$ cat src/fpepc_pkg.sv
package fpepc_pkg;

  // Flash address space, byte addressed.
  localparam int          FA_W        = 19;
  localparam logic [18:0] INFO_BASE   = 19'h40000;
  localparam logic [18:0] INFO_TOP    = 19'h40800;
  localparam logic [18:0] PROT_ADDR   = 19'h3fff8;
  localparam int          BLOCK_LSB   = 14;
  localparam int          PAGE_LSB    = 11;

  // Register offsets.
  localparam logic [7:0]  R_STA       = 8'h00;
  localparam logic [7:0]  R_CON0      = 8'h04;
  localparam logic [7:0]  R_CMD       = 8'h08;
  localparam logic [7:0]  R_ADR0L     = 8'h10;
  localparam logic [7:0]  R_ADR0H     = 8'h14;
  localparam logic [7:0]  R_KEY       = 8'h20;
  localparam logic [7:0]  R_PROL      = 8'h28;
  localparam logic [7:0]  R_PROH      = 8'h2c;
  localparam logic [7:0]  R_CON1      = 8'h38;

  // Field positions.
  localparam int          CON0_WE_BIT = 2;
  localparam int          CON1_DBG_BIT = 0;

  // Unlock key halves and key progress codes.
  localparam logic [15:0] KEY_LO      = 16'hf456;
  localparam logic [15:0] KEY_HI      = 16'hf123;
  localparam logic [1:0]  KEY_NONE    = 2'h0;
  localparam logic [1:0]  KEY_HALF    = 2'h1;
  localparam logic [1:0]  KEY_VALID   = 2'h2;

  // Command codes.
  localparam logic [3:0]  CMD_IDLE    = 4'h0;
  localparam logic [3:0]  CMD_PAGE_ER = 4'h1;
  localparam logic [3:0]  CMD_SIGN    = 4'h2;
  localparam logic [3:0]  CMD_MASS_ER = 4'h3;
  localparam logic [3:0]  CMD_VERIFY  = 4'h4;

  // Command result codes.
  localparam logic [1:0]  RES_OK      = 2'h0;
  localparam logic [1:0]  RES_DENIED  = 2'h1;
  localparam logic [1:0]  RES_FAIL    = 2'h2;

  // Access sizes.
  localparam logic [1:0]  SZ_BYTE     = 2'h0;
  localparam logic [1:0]  SZ_HALF     = 2'h1;
  localparam logic [1:0]  SZ_WORD     = 2'h2;

  // Avalon response codes.
  localparam logic [1:0]  AV_OKAY     = 2'h0;
  localparam logic [1:0]  AV_SLVERR   = 2'h2;

  localparam logic [31:0] ALL_ONES    = 32'hffffffff;

  // Operation times and their cycle counts at the system clock.
  localparam int          CLK_NS      = 20;
  localparam int          T_WRITE_NS  = 46000;
  localparam int          T_ERASE_NS  = 21000000;
  localparam int          T_SIGN_NS   = 2050000;
  localparam int          CNT_W       = 21;
  localparam logic [20:0] CYC_WRITE   = 21'((T_WRITE_NS + CLK_NS - 1) / CLK_NS);
  localparam logic [20:0] CYC_ERASE   = 21'((T_ERASE_NS + CLK_NS - 1) / CLK_NS);
  localparam logic [20:0] CYC_SIGN    = 21'((T_SIGN_NS + CLK_NS - 1) / CLK_NS);
  localparam logic [20:0] CNT_ONE     = 21'h000001;

endpackage

$ cat src/fpepc_if.sv
`timescale 1ns/1ps
// Request and answer link between the processor side and the flash controller.
interface fpepc_if;
  logic        req;
  logic        wr;
  logic        reg_sel;
  logic [1:0]  size;
  logic [18:0] addr;
  logic [31:0] wdata;
  logic        rdy;
  logic        err;
  logic        fault;
  logic [31:0] rdata;

  modport dev_mp (
    input  req, wr, reg_sel, size, addr, wdata,
    output rdy, err, fault, rdata
  );

  modport host_mp (
    output req, wr, reg_sel, size, addr, wdata,
    input  rdy, err, fault, rdata
  );
endinterface

$ cat src/fpepc_device.sv
`timescale 1ns/1ps
// Summary of operation
// - Flash accesses stall until operation completes.
// - Sixteen protect blocks; erase per page, write per word.
// - Nonexistent region access returns bus error.
// - Programming needs write-enable bit set.
// - Only full word writes; narrower writes refused.
// - Programming clears bits only; software masks data.
// - Protected write or page erase refused with fault.
// - Software checks status idle before writing.
// - Keyed mass erase code erases user flash.
// - Keyed page erase, then command done flag.
// - Fixed write and erase durations.
// - Verify and signature take fixed duration.
// - Key valid only after low then high half.
// - Key cleared when written command completes.
// - Any other key write drops the key.
// - Keyed setup write; debug bit zero disables.
// - Debug disabled during boot, enabled after.
// - Protection word loaded from array after reset.
// - Zero bit protects; a non-blank loaded copy is kept till reset.
// - Blank protection allows direct register writes.
// - Top protection bit guards protection block.
// - Unkeyed write to protection word faults.
// - Signature command code starts signature run.
// - Result keeps first error; status read clears.
module fpepc_device #(
  parameter logic [20:0] ERASE_CYC = fpepc_pkg::CYC_ERASE,
  parameter logic [20:0] SIGN_CYC  = fpepc_pkg::CYC_SIGN
) (
  input  wire logic        clock_i,
  input  wire logic        reset_i,
  fpepc_if.dev_mp          bus,
  output logic [18:0]      arr_addr_o,
  output logic [31:0]      arr_wdata_o,
  output logic             arr_write_o,
  output logic             arr_page_erase_o,
  output logic             arr_mass_erase_o,
  input  wire logic [31:0] arr_rdata_i,
  output logic             debug_en_o,
  output logic             busy_o
);

  typedef enum logic [6:0] {
    S_BOOT_RD  = 7'h01,
    S_BOOT_CAP = 7'h02,
    S_IDLE     = 7'h04,
    S_RD       = 7'h08,
    S_WRITE    = 7'h10,
    S_ERASE    = 7'h20,
    S_SIGN     = 7'h40
  } fpepc_dst_t;

  typedef struct packed {
    fpepc_dst_t  st;
    logic [1:0]  key;
    logic        we;
    logic        dbg;
    logic [31:0] prot;
    logic        prot_blank;
    logic [3:0]  cmd;
    logic [15:0] adr_l;
    logic [15:0] adr_h;
    logic        cmd_busy;
    logic        wr_busy;
    logic        cmd_done;
    logic        wr_done;
    logic [1:0]  res;
    logic [20:0] cnt;
    logic        rdy;
    logic        err;
    logic        fault;
    logic [31:0] rdata;
    logic [18:0] aaddr;
    logic [31:0] awdata;
    logic        awrite;
    logic        aperase;
    logic        amerase;
  } fpepc_dstate_t;

  localparam fpepc_dstate_t RST = '{
    st: S_BOOT_RD, key: fpepc_pkg::KEY_NONE, prot: fpepc_pkg::ALL_ONES,
    cmd: fpepc_pkg::CMD_IDLE, res: fpepc_pkg::RES_OK, default: '0
  };

  fpepc_dstate_t s_r;
  fpepc_dstate_t s_nxt;

  ////////////////////////////////////////////////////////////////////////////
  // Helpers.

  // A block is guarded when either of its two protection bits is zero.
  function automatic logic blk_prot(input logic [31:0] p, input logic [18:0] a);
    logic [3:0] b;
    b = a[fpepc_pkg::BLOCK_LSB +: 4];
    blk_prot = !(p[{b, 1'b0}] & p[{b, 1'b1}]);
  endfunction

  // Keeps the first error until a status read clears it.
  function automatic logic [1:0] first_err(input logic [1:0] cur, input logic [1:0] e);
    first_err = (cur == fpepc_pkg::RES_OK) ? e : cur;
  endfunction

  ////////////////////////////////////////////////////////////////////////////
  // Next-state logic.

  // Register accesses are served in every state but the two boot states; flash work only when idle.
  always_comb begin
    logic [18:0] pg;
    pg = {s_r.adr_h[2:0], s_r.adr_l[15:fpepc_pkg::PAGE_LSB], 11'h000};
    s_nxt = s_r;
    s_nxt.rdy = 1'b0;
    s_nxt.err = 1'b0;
    s_nxt.fault = 1'b0;
    s_nxt.awrite = 1'b0;
    s_nxt.aperase = 1'b0;
    s_nxt.amerase = 1'b0;
    // Register space: answered one cycle after the request is taken.
    if (bus.req && bus.reg_sel && !s_r.rdy && s_r.st != S_BOOT_RD
        && s_r.st != S_BOOT_CAP) begin
      s_nxt.rdy = 1'b1;
      s_nxt.rdata = 32'h00000000;
      if (bus.addr[7:0] == fpepc_pkg::R_STA) begin
        if (!bus.wr) begin
          s_nxt.rdata = {26'h0000000, s_r.res, s_r.wr_done, s_r.cmd_done,
                         s_r.wr_busy, s_r.cmd_busy};
          s_nxt.res = fpepc_pkg::RES_OK;
          s_nxt.cmd_done = 1'b0;
          s_nxt.wr_done = 1'b0;
        end
      end else if (bus.addr[7:0] == fpepc_pkg::R_CON0) begin
        if (bus.wr) begin
          s_nxt.we = bus.wdata[fpepc_pkg::CON0_WE_BIT];
        end
        s_nxt.rdata[fpepc_pkg::CON0_WE_BIT] = s_r.we;
      end else if (bus.addr[7:0] == fpepc_pkg::R_CMD) begin
        if (bus.wr && s_r.st == S_IDLE) begin
          s_nxt.cmd = bus.wdata[3:0];
          s_nxt.cmd_busy = 1'b1;
          if (bus.wdata[3:0] == fpepc_pkg::CMD_MASS_ER && s_r.key == fpepc_pkg::KEY_VALID) begin
            s_nxt.amerase = 1'b1;
            s_nxt.cnt = ERASE_CYC - fpepc_pkg::CNT_ONE;
            s_nxt.st = S_ERASE;
          end else if (bus.wdata[3:0] == fpepc_pkg::CMD_PAGE_ER
                       && s_r.key == fpepc_pkg::KEY_VALID && pg < fpepc_pkg::INFO_BASE
                       && !blk_prot(s_r.prot, pg)) begin
            s_nxt.aaddr = pg;
            s_nxt.aperase = 1'b1;
            s_nxt.cnt = ERASE_CYC - fpepc_pkg::CNT_ONE;
            s_nxt.st = S_ERASE;
          end else if (bus.wdata[3:0] == fpepc_pkg::CMD_SIGN
                       || bus.wdata[3:0] == fpepc_pkg::CMD_VERIFY) begin
            s_nxt.cnt = SIGN_CYC - fpepc_pkg::CNT_ONE;
            s_nxt.st = S_SIGN;
          end else begin
            // Refused command: done at once, result records the refusal.
            s_nxt.cmd_busy = 1'b0;
            s_nxt.cmd_done = 1'b1;
            s_nxt.cmd = fpepc_pkg::CMD_IDLE;
            s_nxt.key = fpepc_pkg::KEY_NONE;
            s_nxt.res = first_err(s_r.res, fpepc_pkg::RES_DENIED);
            s_nxt.fault = (bus.wdata[3:0] == fpepc_pkg::CMD_PAGE_ER)
                          && blk_prot(s_r.prot, pg);
            s_nxt.err = s_nxt.fault;
          end
        end
        s_nxt.rdata[3:0] = s_r.cmd;
      end else if (bus.addr[7:0] == fpepc_pkg::R_ADR0L) begin
        if (bus.wr) s_nxt.adr_l = bus.wdata[15:0];
        s_nxt.rdata[15:0] = s_r.adr_l;
      end else if (bus.addr[7:0] == fpepc_pkg::R_ADR0H) begin
        if (bus.wr) s_nxt.adr_h = bus.wdata[15:0];
        s_nxt.rdata[15:0] = s_r.adr_h;
      end else if (bus.addr[7:0] == fpepc_pkg::R_KEY) begin
        if (bus.wr) begin
          if (bus.wdata[15:0] == fpepc_pkg::KEY_LO) begin
            s_nxt.key = fpepc_pkg::KEY_HALF;
          end else if (s_r.key == fpepc_pkg::KEY_HALF && bus.wdata[15:0] == fpepc_pkg::KEY_HI) begin
            s_nxt.key = fpepc_pkg::KEY_VALID;
          end else begin
            s_nxt.key = fpepc_pkg::KEY_NONE;
          end
        end
      end else if (bus.addr[7:0] == fpepc_pkg::R_PROL) begin
        if (bus.wr && s_r.prot_blank) s_nxt.prot[15:0] = bus.wdata[15:0];
        s_nxt.rdata[15:0] = s_r.prot[15:0];
      end else if (bus.addr[7:0] == fpepc_pkg::R_PROH) begin
        if (bus.wr && s_r.prot_blank) s_nxt.prot[31:16] = bus.wdata[15:0];
        s_nxt.rdata[15:0] = s_r.prot[31:16];
      end else if (bus.addr[7:0] == fpepc_pkg::R_CON1) begin
        if (bus.wr && s_r.key == fpepc_pkg::KEY_VALID) begin
          s_nxt.dbg = bus.wdata[fpepc_pkg::CON1_DBG_BIT];
        end
        s_nxt.rdata[fpepc_pkg::CON1_DBG_BIT] = s_r.dbg;
      end else begin
        s_nxt.err = 1'b1;
      end
    end
    // Flash side sequencer; its completions are applied after any status
    // read above, so a completion in the same cycle as a read is not lost.
    case (s_r.st)
      S_BOOT_RD: begin
        s_nxt.aaddr = fpepc_pkg::PROT_ADDR;
        s_nxt.st = S_BOOT_CAP;
      end
      S_BOOT_CAP: begin
        s_nxt.prot = arr_rdata_i;
        s_nxt.prot_blank = (arr_rdata_i == fpepc_pkg::ALL_ONES);
        s_nxt.dbg = 1'b1;
        s_nxt.st = S_IDLE;
      end
      S_IDLE: begin
        if (bus.req && !bus.reg_sel && !s_r.rdy) begin
          if (bus.addr >= fpepc_pkg::INFO_TOP) begin
            s_nxt.rdy = 1'b1;
            s_nxt.err = 1'b1;
          end else if (!bus.wr) begin
            s_nxt.aaddr = bus.addr;
            s_nxt.st = S_RD;
          end else if (bus.size != fpepc_pkg::SZ_WORD || bus.addr >= fpepc_pkg::INFO_BASE
                       || !s_r.we) begin
            s_nxt.rdy = 1'b1;
            s_nxt.err = 1'b1;
            s_nxt.res = first_err(s_r.res, fpepc_pkg::RES_DENIED);
          end else if ((bus.addr[18:2] == fpepc_pkg::PROT_ADDR[18:2]
                        && s_r.key != fpepc_pkg::KEY_VALID)
                       || blk_prot(s_r.prot, bus.addr)) begin
            s_nxt.rdy = 1'b1;
            s_nxt.err = 1'b1;
            s_nxt.fault = 1'b1;
            s_nxt.res = first_err(s_r.res, fpepc_pkg::RES_DENIED);
          end else begin
            s_nxt.aaddr = bus.addr;
            s_nxt.awdata = bus.wdata;
            s_nxt.awrite = 1'b1;
            s_nxt.wr_busy = 1'b1;
            s_nxt.cnt = fpepc_pkg::CYC_WRITE - fpepc_pkg::CNT_ONE;
            s_nxt.st = S_WRITE;
          end
        end
      end
      S_RD: begin
        s_nxt.rdata = arr_rdata_i;
        s_nxt.rdy = 1'b1;
        s_nxt.st = S_IDLE;
      end
      S_WRITE: begin
        if (s_r.cnt == 21'h000000) begin
          s_nxt.wr_busy = 1'b0;
          s_nxt.wr_done = 1'b1;
          s_nxt.rdy = 1'b1;
          s_nxt.st = S_IDLE;
        end else begin
          s_nxt.cnt = s_r.cnt - fpepc_pkg::CNT_ONE;
        end
      end
      S_ERASE, S_SIGN: begin
        if (s_r.cnt == 21'h000000) begin
          s_nxt.cmd_busy = 1'b0;
          s_nxt.cmd_done = 1'b1;
          s_nxt.cmd = fpepc_pkg::CMD_IDLE;
          s_nxt.key = fpepc_pkg::KEY_NONE;
          s_nxt.st = S_IDLE;
        end else begin
          s_nxt.cnt = s_r.cnt - fpepc_pkg::CNT_ONE;
        end
      end
      default: begin
        s_nxt.st = S_IDLE;
      end
    endcase
  end

  // State register.
  always_ff @(posedge clock_i) begin
    if (reset_i) begin
      s_r <= RST;
    end else begin
      s_r <= s_nxt;
    end
  end

  ////////////////////////////////////////////////////////////////////////////
  // Outputs, all taken from the state register.

  assign bus.rdy          = s_r.rdy;
  assign bus.err          = s_r.err;
  assign bus.fault        = s_r.fault;
  assign bus.rdata        = s_r.rdata;
  assign arr_addr_o       = s_r.aaddr;
  assign arr_wdata_o      = s_r.awdata;
  assign arr_write_o      = s_r.awrite;
  assign arr_page_erase_o = s_r.aperase;
  assign arr_mass_erase_o = s_r.amerase;
  assign debug_en_o       = s_r.dbg;
  assign busy_o           = s_r.cmd_busy | s_r.wr_busy;

endmodule

$ cat src/flat_wrapper.sv
// flat-port wrapper written by rule: the top's interface ports become plain ports
module fpepc_device_flat 
#(
  parameter logic [20:0] ERASE_CYC = fpepc_pkg::CYC_ERASE,
  parameter logic [20:0] SIGN_CYC  = fpepc_pkg::CYC_SIGN
)
  (clock_i, reset_i, arr_addr_o, arr_wdata_o, arr_write_o, arr_page_erase_o, arr_mass_erase_o, arr_rdata_i, debug_en_o, busy_o, bus_req, bus_wr, bus_reg_sel, bus_size, bus_addr, bus_wdata, bus_rdy, bus_err, bus_fault, bus_rdata);
  fpepc_if bus_i ();
  input  wire logic clock_i;
  input  wire logic reset_i;
  output logic [18:0] arr_addr_o;
  output logic [31:0] arr_wdata_o;
  output logic arr_write_o;
  output logic arr_page_erase_o;
  output logic arr_mass_erase_o;
  input  wire logic [31:0] arr_rdata_i;
  output logic debug_en_o;
  output logic busy_o;
  input wire logic [$bits(bus_i.req)-1:0] bus_req;
  input wire logic [$bits(bus_i.wr)-1:0] bus_wr;
  input wire logic [$bits(bus_i.reg_sel)-1:0] bus_reg_sel;
  input wire logic [$bits(bus_i.size)-1:0] bus_size;
  input wire logic [$bits(bus_i.addr)-1:0] bus_addr;
  input wire logic [$bits(bus_i.wdata)-1:0] bus_wdata;
  output wire logic [$bits(bus_i.rdy)-1:0] bus_rdy;
  output wire logic [$bits(bus_i.err)-1:0] bus_err;
  output wire logic [$bits(bus_i.fault)-1:0] bus_fault;
  output wire logic [$bits(bus_i.rdata)-1:0] bus_rdata;
  assign bus_i.req = bus_req;
  assign bus_i.wr = bus_wr;
  assign bus_i.reg_sel = bus_reg_sel;
  assign bus_i.size = bus_size;
  assign bus_i.addr = bus_addr;
  assign bus_i.wdata = bus_wdata;
  assign bus_rdy = bus_i.rdy;
  assign bus_err = bus_i.err;
  assign bus_fault = bus_i.fault;
  assign bus_rdata = bus_i.rdata;
  fpepc_device #(.ERASE_CYC(ERASE_CYC), .SIGN_CYC(SIGN_CYC)) u_core (.clock_i(clock_i), .reset_i(reset_i), .bus(bus_i), .arr_addr_o(arr_addr_o), .arr_wdata_o(arr_wdata_o), .arr_write_o(arr_write_o), .arr_page_erase_o(arr_page_erase_o), .arr_mass_erase_o(arr_mass_erase_o), .arr_rdata_i(arr_rdata_i), .debug_en_o(debug_en_o), .busy_o(busy_o));
endmodule
$ cat config.mk
export PLATFORM = sky130hd
export DESIGN_NAME = fpepc_device_flat
export DESIGN_NICKNAME = d
export VERILOG_FILES = /design/src/fpepc_pkg.sv /design/src/fpepc_if.sv /design/src/fpepc_device.sv /design/src/flat_wrapper.sv
export SDC_FILE = /design/constraint.sdc
export NUM_CORES = 1
export LEC_CHECK = 0
export BUFFER_PORTS_ARGS = -buffer_cell sky130_fd_sc_hd__buf_2
export CORE_MARGIN = 4
export CORE_UTILIZATION = 35
export CTS_BUF_LIST = sky130_fd_sc_hd__clkbuf_4 sky130_fd_sc_hd__clkbuf_8 sky130_fd_sc_hd__clkbuf_16
export DETAILED_ROUTE_END_ITERATION = 16
export GPL_TIMING_DRIVEN = 0
export MAX_ROUTING_LAYER = met4
export SLEW_MARGIN = 10
export SYNTH_ARGS = -nofsm -noshare
export SYNTH_HDL_FRONTEND = slang
export SYNTH_SLANG_ARGS = --single-unit
$ cat constraint.sdc
create_clock -name clock_i -period 3.13 [get_ports clock_i]
set_clock_uncertainty 0.15 [all_clocks]
set_input_delay 0.4695 -clock clock_i [delete_from_list [all_inputs] [get_ports clock_i]]
set_output_delay 0.4695 -clock clock_i [all_outputs]
set_load 0.01 [all_outputs]
Word-level counts from Yosys, hierarchy flattened:

Index checks and enable logic that the tools add are counted.

* multiplexer cells: 187
* add/sub/neg operators: 1
* reductions and logical operators: 49
* bitwise operators: 15
* eq/ne operators: 43
* $lt $le $gt $ge: 7

Operator list (count)
* 16-bit two-way mux: 18
* 21-bit two-way mux: 10
* 52-bit two-way mux: 4
* 33-bit two-way mux: 6
* 23-bit two-way mux: 6
* 32-bit two-way mux: 4
* 19-bit two-way mux: 6
* 37-bit two-way mux: 3
* 43-bit two-way mux: 2
* 79-bit two-way mux: 1
* 7-bit two-way mux: 10
* 2-bit two-way mux: 32
* 4-bit two-way mux: 14
* 26-bit two-way mux: 2
* 1-bit two-way mux: 50
* 21-bit one-hot mux with 2 select lines: 1
* 19-bit greater-or-equal comparator, second input constant: 2
* 19-bit one-hot mux with 2 select lines: 1
* 34-bit two-way mux: 1
* 16-bit equality test, second input constant: 2
* 32-bit equality test, second input constant: 1
* 8-bit by 6-bit equality test with 1-bit output, second input constant: 4
* 2-bit inequality test, second input constant: 15
* 7-bit one-hot mux with 4 select lines: 1
* other kinds (52): 106

* flip-flop bits (word level): 196
* logic and storage cells: 327
* bits of input ports: 90

Depth between registers and ports, before layout:

Gate-level depths: netlist (run 1).

* word-level depth: 26
* mapped depth: 11

Worst setup path after synthesis (run 1):

Ideal clock, no wire load.

* kind: input -> register
* start: input port bus_addr[5]
* end: register u_core.s_r, in the netlist u_core.arr_addr_o[16]
* arrival time: 2542 ps
* stages on the path: 10
* slack: 305 ps
* setup time: 133 ps
* cells stage by stage: clkbuf_2 or4_4 nor2_8 nand4_1 or4_1 buf_2 buf_6 mux2_4 mux2i_1 a21oi_1

* word-level cells in the longest chain between the ends: 13
* elaborated cells between the ends (all ways): 22

RTL lines
* start, declared: RTL line flat_wrapper.sv:23 `input wire logic [$bits(bus_i.addr)-1:0] bus_addr;`
* 8-bit by 4-bit equality test with 1-bit output: RTL line fpepc_device.sv:136 `end else if (bus.addr[7:0] == fpepc_pkg::R_CMD) begin`
* 19-bit two-way mux: RTL line fpepc_device.sv:136
* 21-bit two-way mux: RTL line fpepc_device.sv:131 `end else if (bus.addr[7:0] == fpepc_pkg::R_CON0) begin`
* 21-bit two-way mux: RTL line fpepc_device.sv:123 `if (bus.addr[7:0] == fpepc_pkg::R_STA) begin`
* 21-bit two-way mux: RTL line fpepc_device.sv:119 `if (bus.req && bus.reg_sel && !s_r.rdy && s_r.st != S_BOOT_RD`
* 19-bit two-way mux: RTL line fpepc_device.sv:123
* 79-bit two-way mux: RTL line fpepc_device.sv:119
* 52-bit two-way mux: RTL line fpepc_device.sv:225 `end else if ((bus.addr[18:2] == fpepc_pkg::PROT_ADDR[18:2]`
* 52-bit two-way mux: RTL line fpepc_device.sv:220 `end else if (bus.size != fpepc_pkg::SZ_WORD || bus.addr >= fpepc_pkg::INFO_BASE`
* 19-bit two-way mux: RTL line fpepc_device.sv:217 `end else if (!bus.wr) begin`
* 52-bit two-way mux: RTL line fpepc_device.sv:214 `if (bus.addr >= fpepc_pkg::INFO_TOP) begin`
* 52-bit two-way mux: RTL line fpepc_device.sv:213 `if (bus.req && !bus.reg_sel && !s_r.rdy) begin`
* 19-bit one-hot mux with 2 select lines *: RTL line fpepc_device.sv:201 `case (s_r.st)`
* end signal, assigned: RTL line fpepc_device.sv:279 `s_r <= s_nxt;`
* end, declared: RTL line fpepc_device.sv:86 `fpepc_dstate_t s_r;`

Mark *: on every way between the ends. The rest lies on a longest branch, timed or not. The select of a mux whose other input is x is not followed.
A chain may end at the register's enable or synchronous reset.

Worst setup path in the final report (run 1):

* start: register u_core.s_r[146] (netlist bit)
* end: register u_core.s_r, in the netlist u_core.arr_addr_o[17]

* word-level cells in the longest chain between the ends: 19
* elaborated cells between the ends (all ways): 23

RTL lines
* branches (longest 3 deep; another with 19-bit < comparator)
* 1-bit logical AND *: RTL line fpepc_device.sv:146 `&& !blk_prot(s_r.prot, pg)) begin`
* 19-bit two-way mux *: RTL line fpepc_device.sv:144 `end else if (bus.wdata[3:0] == fpepc_pkg::CMD_PAGE_ER`
* 19-bit two-way mux *: RTL line fpepc_device.sv:140 `if (bus.wdata[3:0] == fpepc_pkg::CMD_MASS_ER && s_r.key == fpepc_pkg::KEY_VALID) begin`
* 19-bit two-way mux *: RTL line fpepc_device.sv:137 `if (bus.wr && s_r.st == S_IDLE) begin`
* 19-bit two-way mux *: RTL line fpepc_device.sv:136
* 21-bit two-way mux *: RTL line fpepc_device.sv:131
* 21-bit two-way mux *: RTL line fpepc_device.sv:123
* 21-bit two-way mux *: RTL line fpepc_device.sv:119
* 19-bit two-way mux *: RTL line fpepc_device.sv:123
* 79-bit two-way mux *: RTL line fpepc_device.sv:119
* 52-bit two-way mux: RTL line fpepc_device.sv:225
* 52-bit two-way mux: RTL line fpepc_device.sv:220
* 19-bit two-way mux: RTL line fpepc_device.sv:217
* 52-bit two-way mux: RTL line fpepc_device.sv:214
* 52-bit two-way mux: RTL line fpepc_device.sv:213
* 19-bit one-hot mux with 2 select lines *: RTL line fpepc_device.sv:201

Every way passes the cells marked *. The select of a mux whose other input is x is not followed.

==> results.txt, run 1 <==
largest cells by area after synthesis: dfxtp_1, nand2_1, a21oi_1
crit-path max cell delay: 570 ps
Die X: 178 um
core area: 28600 um2
H-tree levels: 4
die height: 178 um
GPL Wtd Cong: 0.954
Sw Pwr: 1.50 mW
DRT Wirelength: 38600 um
Crit path required time: 3280 ps
Root Driver: clkbuf_16
wire length of the first global-routing pass: 58500 um
worst r2r src: u_core.s_r[146]
CTS tree: built
sequential share of the synthesized area: 38.7%
CP max stage cell: or4_1
Max Cap Viol: 0
Critical Path Start Type: register
layout cells sized above 1: 23.6%
FILL cells: 2911
Post-synth EDFFs: 0
vias: 10600
syn nets: 1402
yosys warns: 0
Post-route DRC: 0
Slew HR: 37.4%
initial antenna violation count: 1
# nets final: 1598
clock tree sinks: 196
CP max FO: 10
starting density of the core: 35.4%
status: completed
vias in the first global route: 9905
Mapped Cells: 1311
crit share post-route: 95.1%
Clk Latency, worst-skew pair: 440 ps
Iteration-0 DRC Markers: 1108
Post-DP HPWL: 29700 um
full die area: 31700 um2
Static Leak: 4.91 nW
Non-Filler Instances: 1906
combinational share of power: 10.3%
cts bufs inserted: 17
Distinct cells, synth: 77
WL/cell: 20.3 um
top cell type's share of synthesized area: 38.7%
Detail Route Antenna Nets: 0
ys async rst share: 0%
Mean Syn Cell Area: 7.73 um2
crit path launch: u_core.s_r[146]
Peak VDD IR: 0.348 mV
commonest non-fill, non-tap cell in the layout: nand2_1
Setup CP Type: register to register
multi-input combinational cell area: 5200 um2
floorplan row count: 62
final hold violation count: 0
area leader, netlist: dfxtp_1
highest-count cells in the layout ignoring fill and taps: nand2_1, dfxtp_1, buf_2
Sequential Area: 3920 um2
CTS Hold Bufs: 0
Post-Place Cell Area: 11500 um2
Inst Count DP: 1871
Tightest Pin Transition: 938 ps
cell mode on critical path: buf_2
gr usage total: 24.7%
pwr/cell area: 455 nW/um2
Post-Syn Area: 10100 um2
Pint: 4.06 mW
PortBufs: 175
largest net degree at the start of global routing: 19
DR pass1 iterations: 6
crit path capture type: register
Worst EP arrival: 3130 ps
setup TNS: 0 ps
setup-violating endpoint count in the final report: 0
Sw Ratio: 27.0%
Worst-path clk slew: 80 ps
Slew Viols, Final: 0
Hold/Removal Path Class: primary input to register
FMAX: 0.336 GHz
total gr overflow: 0
Boundary Pins: 181
Tmin final: 2980 ps
RSZ-0062 raised after global routing: true
routed vias/inst: 5.56
predominant post-synthesis flop cell: dfxtp_1
min-delay src: reset_i
CP cell instances: buf_2 -> nand2_1 -> o2111ai_1 -> o22ai_1 -> or4_1 -> buf_2 -> buf_6 -> mux2_4 -> mux2i_1 -> a21oi_1
Yosys reg bits: 196
post-route cell area: 12200 um2
Clock Power Share: 43.3%
Seq pwr share: 46.4%
synthesis-to-finish area growth: 20.7%
Clock Path Buffers: 2
final timing paths:
path / to / slack (ps) / depth (start not counted)
max: u_core.arr_addr_o[17] / 150 / 10
min: u_core.s_r[189] / 100 / 2
max reg2reg: u_core.arr_addr_o[17] / 150 / 10
min reg2reg: u_core.s_r[151] / 280 / 2
synthesized netlist by cell type (5+ instances only):
library cell and instances:
inv_1 9, a21boi_0 19, buf_2 19, a221oi_1 24
a21oi_1 148, or3_1 10, mux2i_1 11, o2111ai_1 6
nor3_1 23, o21ai_0 60, nand2_1 241, mux2_2 7
nand3b_1 6, xnor2_1 5, nor4_1 13, nand4_1 26
or4_1 11, o211ai_1 9, buf_4 83, nand4b_1 9
nand3_1 64, a22oi_1 11, nor2b_1 6, clkbuf_1 70
and3_1 11, nor2_1 75, nand2b_1 8, dfxtp_1 196
o21a_1 5, o22ai_1 15, a31oi_1 29
power by group through the flow:
| stage | logic, mW | registers, mW | clock network, mW |
|---|---|---|---|
| final | 0.572 | 2.58 | 2.41 |
| after global routing | 0.614 | 2.59 | 2.53 |
| after CTS | 0.554 | 2.58 | 2.44 |
| after detailed placement | 0.552 | 2.64 | 0 |
| after global placement | 0.549 | 2.64 | 0 |
| after floorplan | 0.299 | 2.63 | 0 |
per-stage QoR:
stage               worst slack, ps  hold WS (ps)  total power, mW  utilization [%]
finish                          153           102             5.56             42.7
global route                  -11.2           115             5.73             42.7
CTS                           -1.54           103             5.57             42.4
detailed placement             -609           270             3.19             40.2
global placement               -525           267             3.19             40.1
floorplan                       305           257             2.92                -
area by class of cell:
cell class	count	share of cell area, %
antenna	2	0.0409
buffer	179	8.57
clock buffer	18	3.59
clock inverter	14	1.58
inverter	10	0.307
multi-input combinational	925	42.5
sequential	196	32.1
tap	384	3.93
timing repair buffer	178	7.35
critical path, delay by kind of cell (launching register included):
kind / cells / cell delay, ps
compound gates: 3 / 510
buf+inv: 3 / 650
flops: 1 / 450
mux: 2 / 420
simple gates: 2 / 650
state kept, by name, indices dropped and copies added, names as in the netlist:
register / count
u_core.s_r: 106
u_core.arr_wdata_o: 32
u_core.bus.rdata: 32
u_core.arr_addr_o: 19
u_core.arr_mass_erase_o: 1
u_core.arr_page_erase_o: 1
u_core.arr_write_o: 1
u_core.bus.err: 1
u_core.bus.fault: 1
u_core.bus.rdy: 1
u_core.debug_en_o: 1
per-layer routing:
layer	routed length (um)	vias to the layer above	global-route usage (%)
li1	-	5010	-
met1	16900	5012	33.2
met2	17300	498	37.1
met3	3250	68	4.58
met4	1280	0	9.18
met5	0	-	-
cells by family after synthesis:
group,Yosys count,share of synthesized area [%]
compound gates,362,21.9
flops,196,38.7
xor+xnor,7,0.605
simple gates,533,25.4
buf+inv,190,10.6
fa+ha+maj,1,0.123
mux,22,2.61
what timing repair did:
action                                  in CTS  in global routing
gates resized for setup                      3                 22
pin swaps                                    0                  1
endpoints found under the hold margin        0                  0
buffers inserted                             0                  2
endpoints found under the setup margin      24                 79
Power figures use the tool's default switching activity.
==> inputs of run 2 (changes only) <==
--- a/config.mk
+++ b/config.mk
@@ -9,6 +9,7 @@
 export CORE_MARGIN = 4
 export CORE_UTILIZATION = 35
 export CTS_BUF_LIST = sky130_fd_sc_hd__clkbuf_4 sky130_fd_sc_hd__clkbuf_8 sky130_fd_sc_hd__clkbuf_16
+export CTS_CLUSTER_SIZE = 24
 export DETAILED_ROUTE_END_ITERATION = 16
 export GPL_TIMING_DRIVEN = 0
 export MAX_ROUTING_LAYER = met4
==> constraint.sdc (replaced) <==
create_clock -name clock_i -period 3.2 [get_ports clock_i]
set_clock_uncertainty 0.15 [all_clocks]
set_input_delay 0.48 -clock clock_i [delete_from_list [all_inputs] [get_ports clock_i]]
set_output_delay 0.48 -clock clock_i [all_outputs]
set_load 0.01 [all_outputs]
==> run 2 against run 1 <==
Effect of this change: sequential power fell by 2%; sequential cell count did not move; global-route usage did not move; clock power fell by 2%; largest power group unchanged; largest cell class unchanged; critical path depth did not move; register-to-register slack barely moved; power fell by 2.1%; worst setup slack improved by 4.4 ps; final area fell by 0.13%; highest routed layer unchanged; utilization fell by 0.057 points; cell count barely moved.
==> results.txt, run 2 (synthesized netlist as in run 1, its figures left out) <==
status: completed
Place WS: -550 ps (+59.5 ps)
Non-Filler Instances: 1907 (+0.052%)
clock tree sinks: 196 (unchanged)
RSZ-0062 raised after global routing: false
floorplan row count: 62 (unchanged)
H-tree levels: 4 (unchanged)
Sequential Area: 3920 um2 (unchanged)
crit path capture type: register
die height: 178 um (unchanged)
Post-route DRC: 0 (unchanged)
Die X: 178 um (unchanged)
highest-count cells in the layout ignoring fill and taps: nand2_1, dfxtp_1, buf_2
r2r setup slk: 160 ps (about the same)
Sw Pwr: 1.48 mW (-1.8%)
Seq pwr share: 46.4% (about the same)
vias in the first global route: 9905 (unchanged)
CP max FO: 10 (unchanged)
Max Cap Viol: 0 (unchanged)
multi-input combinational cell area: 5190 um2 (-0.24%)
commonest non-fill, non-tap cell in the layout: nand2_1
combinational share of power: 10.3% (about the same)
DRT Wirelength: 38700 um (+0.26%)
Slew HR: 39.0% (+1.6 points)
Boundary Pins: 181 (unchanged)
Hold/Removal Path Class: primary input to register
Worst-path clk slew: 80 ps (about the same)
total gr overflow: 0 (unchanged)
Clock Path Buffers: 2 (unchanged)
setup-violating endpoint count in the final report: 0 (unchanged)
core area: 28600 um2 (unchanged)
initial antenna violation count: 1 (unchanged)
Post-DP HPWL: 29700 um (unchanged)
layout cells sized above 1: 23.4% (-0.21 points)
Detail Route Antenna Nets: 0 (unchanged)
Clock Power Share: 43.3% (about the same)
crit share post-route: 95.1% (about the same)
DR pass1 iterations: 5 (-1)
PortBufs: 175 (unchanged)
starting density of the core: 35.4% (unchanged)
Critical Path Start Type: register
pwr/cell area: 446 nW/um2 (-2.0%)
vias: 10600 (-0.32%)
FMAX: 0.329 GHz (-2.2%)
Slew Viols, Final: 0 (unchanged)
# nets final: 1599 (+0.063%)
Final Core Density: 42.6% (-0.057 points)
Root Driver: clkbuf_16
cts bufs inserted: 17 (unchanged)
Pint: 3.97 mW (-2.2%)
routed vias/inst: 5.53 (-0.37%)
wire length of the first global-routing pass: 58500 um (unchanged)
Crit path required time: 3360 ps (+80 ps)
Static Leak: 4.90 nW (-0.17%)
number of flip-flops in the largest register: 106 (unchanged)
FILL cells: 2912 (+0.034%)
CTS Hold Bufs: 0 (unchanged)
setup TNS: 0 ps (unchanged)
Setup CP Type: register to register
Tmin final: 3040 ps (+65.6 ps)
final hold violation count: 0 (unchanged)
Worst EP arrival: 3200 ps (+70 ps)
Inst Count DP: 1871 (unchanged)
Reg with most FFs: u_core.s_r
gr usage total: 24.7% (unchanged)
Sw Ratio: 27.1% (+0.081 points)
Iteration-0 DRC Markers: 1075 (-3.0%)
largest net degree at the start of global routing: 19 (unchanged)
CTS tree: built
synthesis-to-finish area growth: 20.5%
GPL Wtd Cong: 0.954 (unchanged)
final worst setup slack: 157 ps (+4.43 ps)
Clk Latency, worst-skew pair: 440 ps (about the same)
full die area: 31700 um2 (unchanged)
Tightest Pin Transition: 907 ps (-31.9 ps)
Peak VDD IR: 0.342 mV (-1.8%)
WL/cell: 20.3 um (+0.21%)
-- run 2: cell count changes in the layout (fill, tap and decap cells not counted), moves of 2 or more --
cell,change
clkbuf_1,+3
buf_2,+2
buf_4,-2
clkbuf_2,-2
-- run 2: layout make-up --
class | count | area share, %
Multi-Input combinational cell | 925 | 42.5
Sequential cell | 196 | 32.1
Buffer | 180 | 8.55
Timing Repair Buffer | 178 | 7.36
Tap cell | 384 | 3.94
Clock buffer | 18 | 3.60
Clock inverter | 14 | 1.58
Inverter | 10 | 0.307
Antenna cell | 2 | 0.0410
-- run 2: per-layer routing --
| layer | vias up | part of all wire [%] | global-route usage [%] | routed length, um |
|---|---|---|---|---|
| met2 | 441 | 45 | 37.1 | 17300 |
| met3 | 69 | 7.4 | 4.58 | 2870 |
| met4 | 0 | 3.4 | 9.18 | 1330 |
| met1 | 5026 | 45 | 33.2 | 17300 |
| met5 | - | 0 | - | 0 |
| li1 | 5018 | - | - | - |
-- run 2: path summary, 6_finish.rpt --
path,start,end,depth (start not counted)
hold reg to reg,u_core.s_r[151],u_core.s_r[151],2
hold / removal,reset_i,u_core.s_r[189],2
setup reg to reg,u_core.s_r[147],u_core.arr_addr_o[17],10
setup / recovery,u_core.s_r[147],u_core.arr_addr_o[17],10
-- run 2: worst max-delay path, stage by stage, from the launching register on --
cell and delay (ps):
dfxtp_1 460, buf_2 320, nand3_1 110, a21boi_0 230, o22ai_1 200, or4_1 570, buf_2 190, buf_6 160
mux2_4 290, mux2i_1 130, a21oi_1 80
-- run 2: per-stage QoR --
| stage | instance area (um2) | power [mW] | hold WS, ps |
|---|---|---|---|
| 3_3_place_gp | 11500 | 3.12 | 267 |
| 6_report | 12200 | 5.45 | 117 |
| 4_1_cts | 12100 | 5.45 | 113 |
| 3_5_place_dp | 11500 | 3.12 | 270 |
| 2_1_floorplan | 10100 | 2.86 | 257 |
| 5_1_grt | 12200 | 5.61 | 126 |
-- run 2: power groups by stage --
stage               clock [mW]  sequential, mW  combinational [mW]
floorplan                    0            2.57               0.292
global placement             0            2.58               0.537
detailed placement           0            2.58               0.540
CTS                       2.38            2.53               0.542
global route              2.48            2.53               0.601
finish                    2.36            2.53               0.560
-- run 2: what timing repair did --
action / CTS / global route
setup buffers: 0 / 2
gates resized for setup: 1 / 16
pin swaps: 0 / 1
endpoints found under the setup margin: 10 / 68
==> inputs of run 3 (changes only) <==
--- a/config.mk
+++ b/config.mk
@@ -6,6 +6,8 @@
 export NUM_CORES = 1
 export LEC_CHECK = 0
 export BUFFER_PORTS_ARGS = -buffer_cell sky130_fd_sc_hd__buf_2
+export CELL_PAD_IN_SITES_DETAIL_PLACEMENT = 1
+export CELL_PAD_IN_SITES_GLOBAL_PLACEMENT = 1
 export CORE_MARGIN = 4
 export CORE_UTILIZATION = 35
 export CTS_BUF_LIST = sky130_fd_sc_hd__clkbuf_4 sky130_fd_sc_hd__clkbuf_8 sky130_fd_sc_hd__clkbuf_16
@@ -13,6 +15,7 @@
 export DETAILED_ROUTE_END_ITERATION = 16
 export GPL_TIMING_DRIVEN = 0
 export MAX_ROUTING_LAYER = met4
+export PLACE_DENSITY_LB_ADDON = 0.1
 export SLEW_MARGIN = 10
 export SYNTH_ARGS = -nofsm -noshare
 export SYNTH_HDL_FRONTEND = slang
==> run 3 against run 2 <==
Effect of this change: maximum frequency fell by 1.1%; critical path depth unchanged; power shrank 2.8%; sequential share of layout area is essentially flat; cell count about the same; worst hold slack got worse by 12 ps; via count barely moved; critical endpoint is now u_core.arr_addr_o[16].
==> results.txt, run 3 (synthesized netlist as in run 1, its figures left out) <==
clock tree sinks: 196 (unchanged)
CTS tree: built
grt met1 use: 35.0% (+1.9 points)
Worst R2R End: u_core.arr_addr_o[16]
die height: 178 um (unchanged)
setup-violating endpoint count in the final report: 0 (unchanged)
final worst setup slack: 122 ps (-34.8 ps)
crit path capture type: register
Detail Route Antenna Nets: 0 (unchanged)
DR pass1 iterations: 5 (unchanged)
worst r2r src: u_core.s_r[146]
met2 usage: 42.5% (+5.4 points)
Worst-path clk slew: 90 ps (about the same)
Sw Ratio: 29.0% (+1.8 points)
Die X: 178 um (unchanged)
floorplan row count: 62 (unchanged)
PortBufs: 175 (unchanged)
Seq pwr share: 47.8% (+1.4 points)
Static Leak: 4.90 nW (about the same)
number of flip-flops in the largest register: 106 (unchanged)
Critical Path Start Type: register
layout cells sized above 1: 23.8% (+0.41 points)
gr usage total: 26.9% (+2.2 points)
Hold/Removal Path Class: primary input to register
cts bufs inserted: 17 (unchanged)
min-delay src: bus_wdata[29]
combinational share of power: 10.7% (+0.4 points)
Crit path required time: 3370 ps (about the same)
GPL Wtd Cong: 0.948 (-0.68%)
Sw Pwr: 1.53 mW (+3.8%)
Worst R2R Path Depth: 10 (unchanged)
WL/cell: 21.9 um (+7.8%)
Post-DP HPWL: 32200 um (+8.4%)
Post-route DRC: 0 (unchanged)
commonest non-fill, non-tap cell in the layout: nand2_1
Tmin final: 3080 ps (+34.8 ps)
Slew Viols, Final: 0 (unchanged)
# nets final: 1598 (-0.063%)
initial antenna violation count: 3 (+2)
largest net degree at the start of global routing: 20 (+1)
r2r setup slk: 120 ps (-30 ps)
Clk Latency, worst-skew pair: 460 ps (+20 ps)
Pint: 3.76 mW (-5.3%)
Place WS: -562 ps (-12.2 ps)
Clock Path Buffers: 2 (unchanged)
Tightest Pin Transition: 1080 ps (+169 ps)
CP max FO: 10 (unchanged)
H-tree levels: 4 (unchanged)
routed vias/inst: 5.54 (+0.11%)
full die area: 31700 um2 (unchanged)
Max Cap Viol: 0 (unchanged)
synthesis-to-finish area growth: 20.3%
final hold violation count: 0 (unchanged)
Critical Path Sink: u_core.arr_addr_o[16]
global route hottest layer: met2
core area: 28600 um2 (unchanged)
met3 Use GR: 3.60% (-0.97 points)
Reg with most FFs: u_core.s_r
DRT Wirelength: 41800 um (+7.8%)
Root Driver: clkbuf_16
total gr overflow: 0 (unchanged)
status: completed
Iteration-0 DRC Markers: 812 (-24%)
FMAX: 0.325 GHz (-1.1%)
vias in the first global route: 10700 (+8.1%)
Slew HR: 27.6% (-11 points)
vias: 10600 (+0.057%)
starting density of the core: 35.4% (unchanged)
crit share post-route: 96.2% (+1.1 points)
pwr/cell area: 434 nW/um2 (-2.7%)
highest-count cells in the layout ignoring fill and taps: nand2_1, dfxtp_1, buf_2
FILL cells: 3598 (+24%)
Clock Power Share: 41.6% (-1.7 points)
Setup CP Type: register to register
Boundary Pins: 181 (unchanged)
Peak VDD IR: 0.391 mV (+14%)
crit path launch: u_core.s_r[146]
wire length of the first global-routing pass: 63200 um (+8.2%)
Worst EP arrival: 3250 ps (+50 ps)
setup TNS: 0 ps (unchanged)
[run 3: cell types whose count changed in the layout (fill, tap and decap cells not counted), sizes merged]
cell      change
inv           +4
bufinv        -3
clkinvlp      -3
clkinv        +1
clkbuf        +1
buf           -1
[run 3: what timing repair did]
item	CTS	global route
setup endpoints to repair	30	70
buffers inserted	1	0
pin swaps	1	0
resized for setup	5	26
hold buffers	0	0
[run 3: layout make-up]
cell class                      count  area (um2)  share of cell area, %
Clock inverter                     13         133                   1.09
Tap cell                          384         480                   3.94
Buffer                            180        1050                   8.60
Inverter                           10        37.5                  0.308
Multi-Input combinational cell    925        5230                   42.9
Timing Repair Buffer              177         891                   7.31
Antenna cell                        2        5.00                 0.0411
Clock buffer                       19         447                   3.66
Sequential cell                   196        3920                   32.2
[run 3: worst min-delay path by stage]
stage	to	slack [ps]	cells past startpoint
after floorplan	u_core.s_r[151]	260	2
after global routing	u_core.arr_wdata_o[28]	100	3
final	u_core.arr_wdata_o[29]	100	3
after detailed placement	u_core.s_r[151]	290	2
after CTS	u_core.arr_wdata_o[29]	90	3
after global placement	u_core.s_r[151]	270	2
[run 3: power groups by stage]
| stage | clock (mW) | sequential, mW | combinational (mW) |
|---|---|---|---|
| after floorplan | 0 | 2.57 | 0.292 |
| after global placement | 0 | 2.58 | 0.544 |
| after detailed placement | 0 | 2.58 | 0.551 |
| after CTS | 2.24 | 2.53 | 0.556 |
| after global routing | 2.34 | 2.53 | 0.609 |
| final | 2.20 | 2.53 | 0.565 |
[run 3: worst max-delay path, stage by stage, from the launching register on]
cell and delay (ps):
dfxtp_1 450, buf_2 310, nand2_1 100, o2111ai_1 210, o22ai_1 240, or4_1 600, buf_2 200, buf_6 160
mux2_4 290, mux2i_1 140, a21oi_1 80
[run 3: per-stage QoR]
step	std cells	utilization, %	instance area, um2	total power, mW	hold WS, ps
floorplan	1311	-	10100	2.86	257
global placement	1870	40.1	11500	3.13	272
detailed placement	1871	40.2	11500	3.14	285
CTS	1904	42.3	12100	5.32	93.8
global route	1906	42.6	12200	5.48	102
finish	1906	42.6	12200	5.29	105
[run 3: per-layer routing]
layer / share of wire, % / wire length (um)
met2: 47 / 19500
met5: 0 / 0
met3: 4.5 / 1870
met4: 3.4 / 1430
met1: 45 / 18900
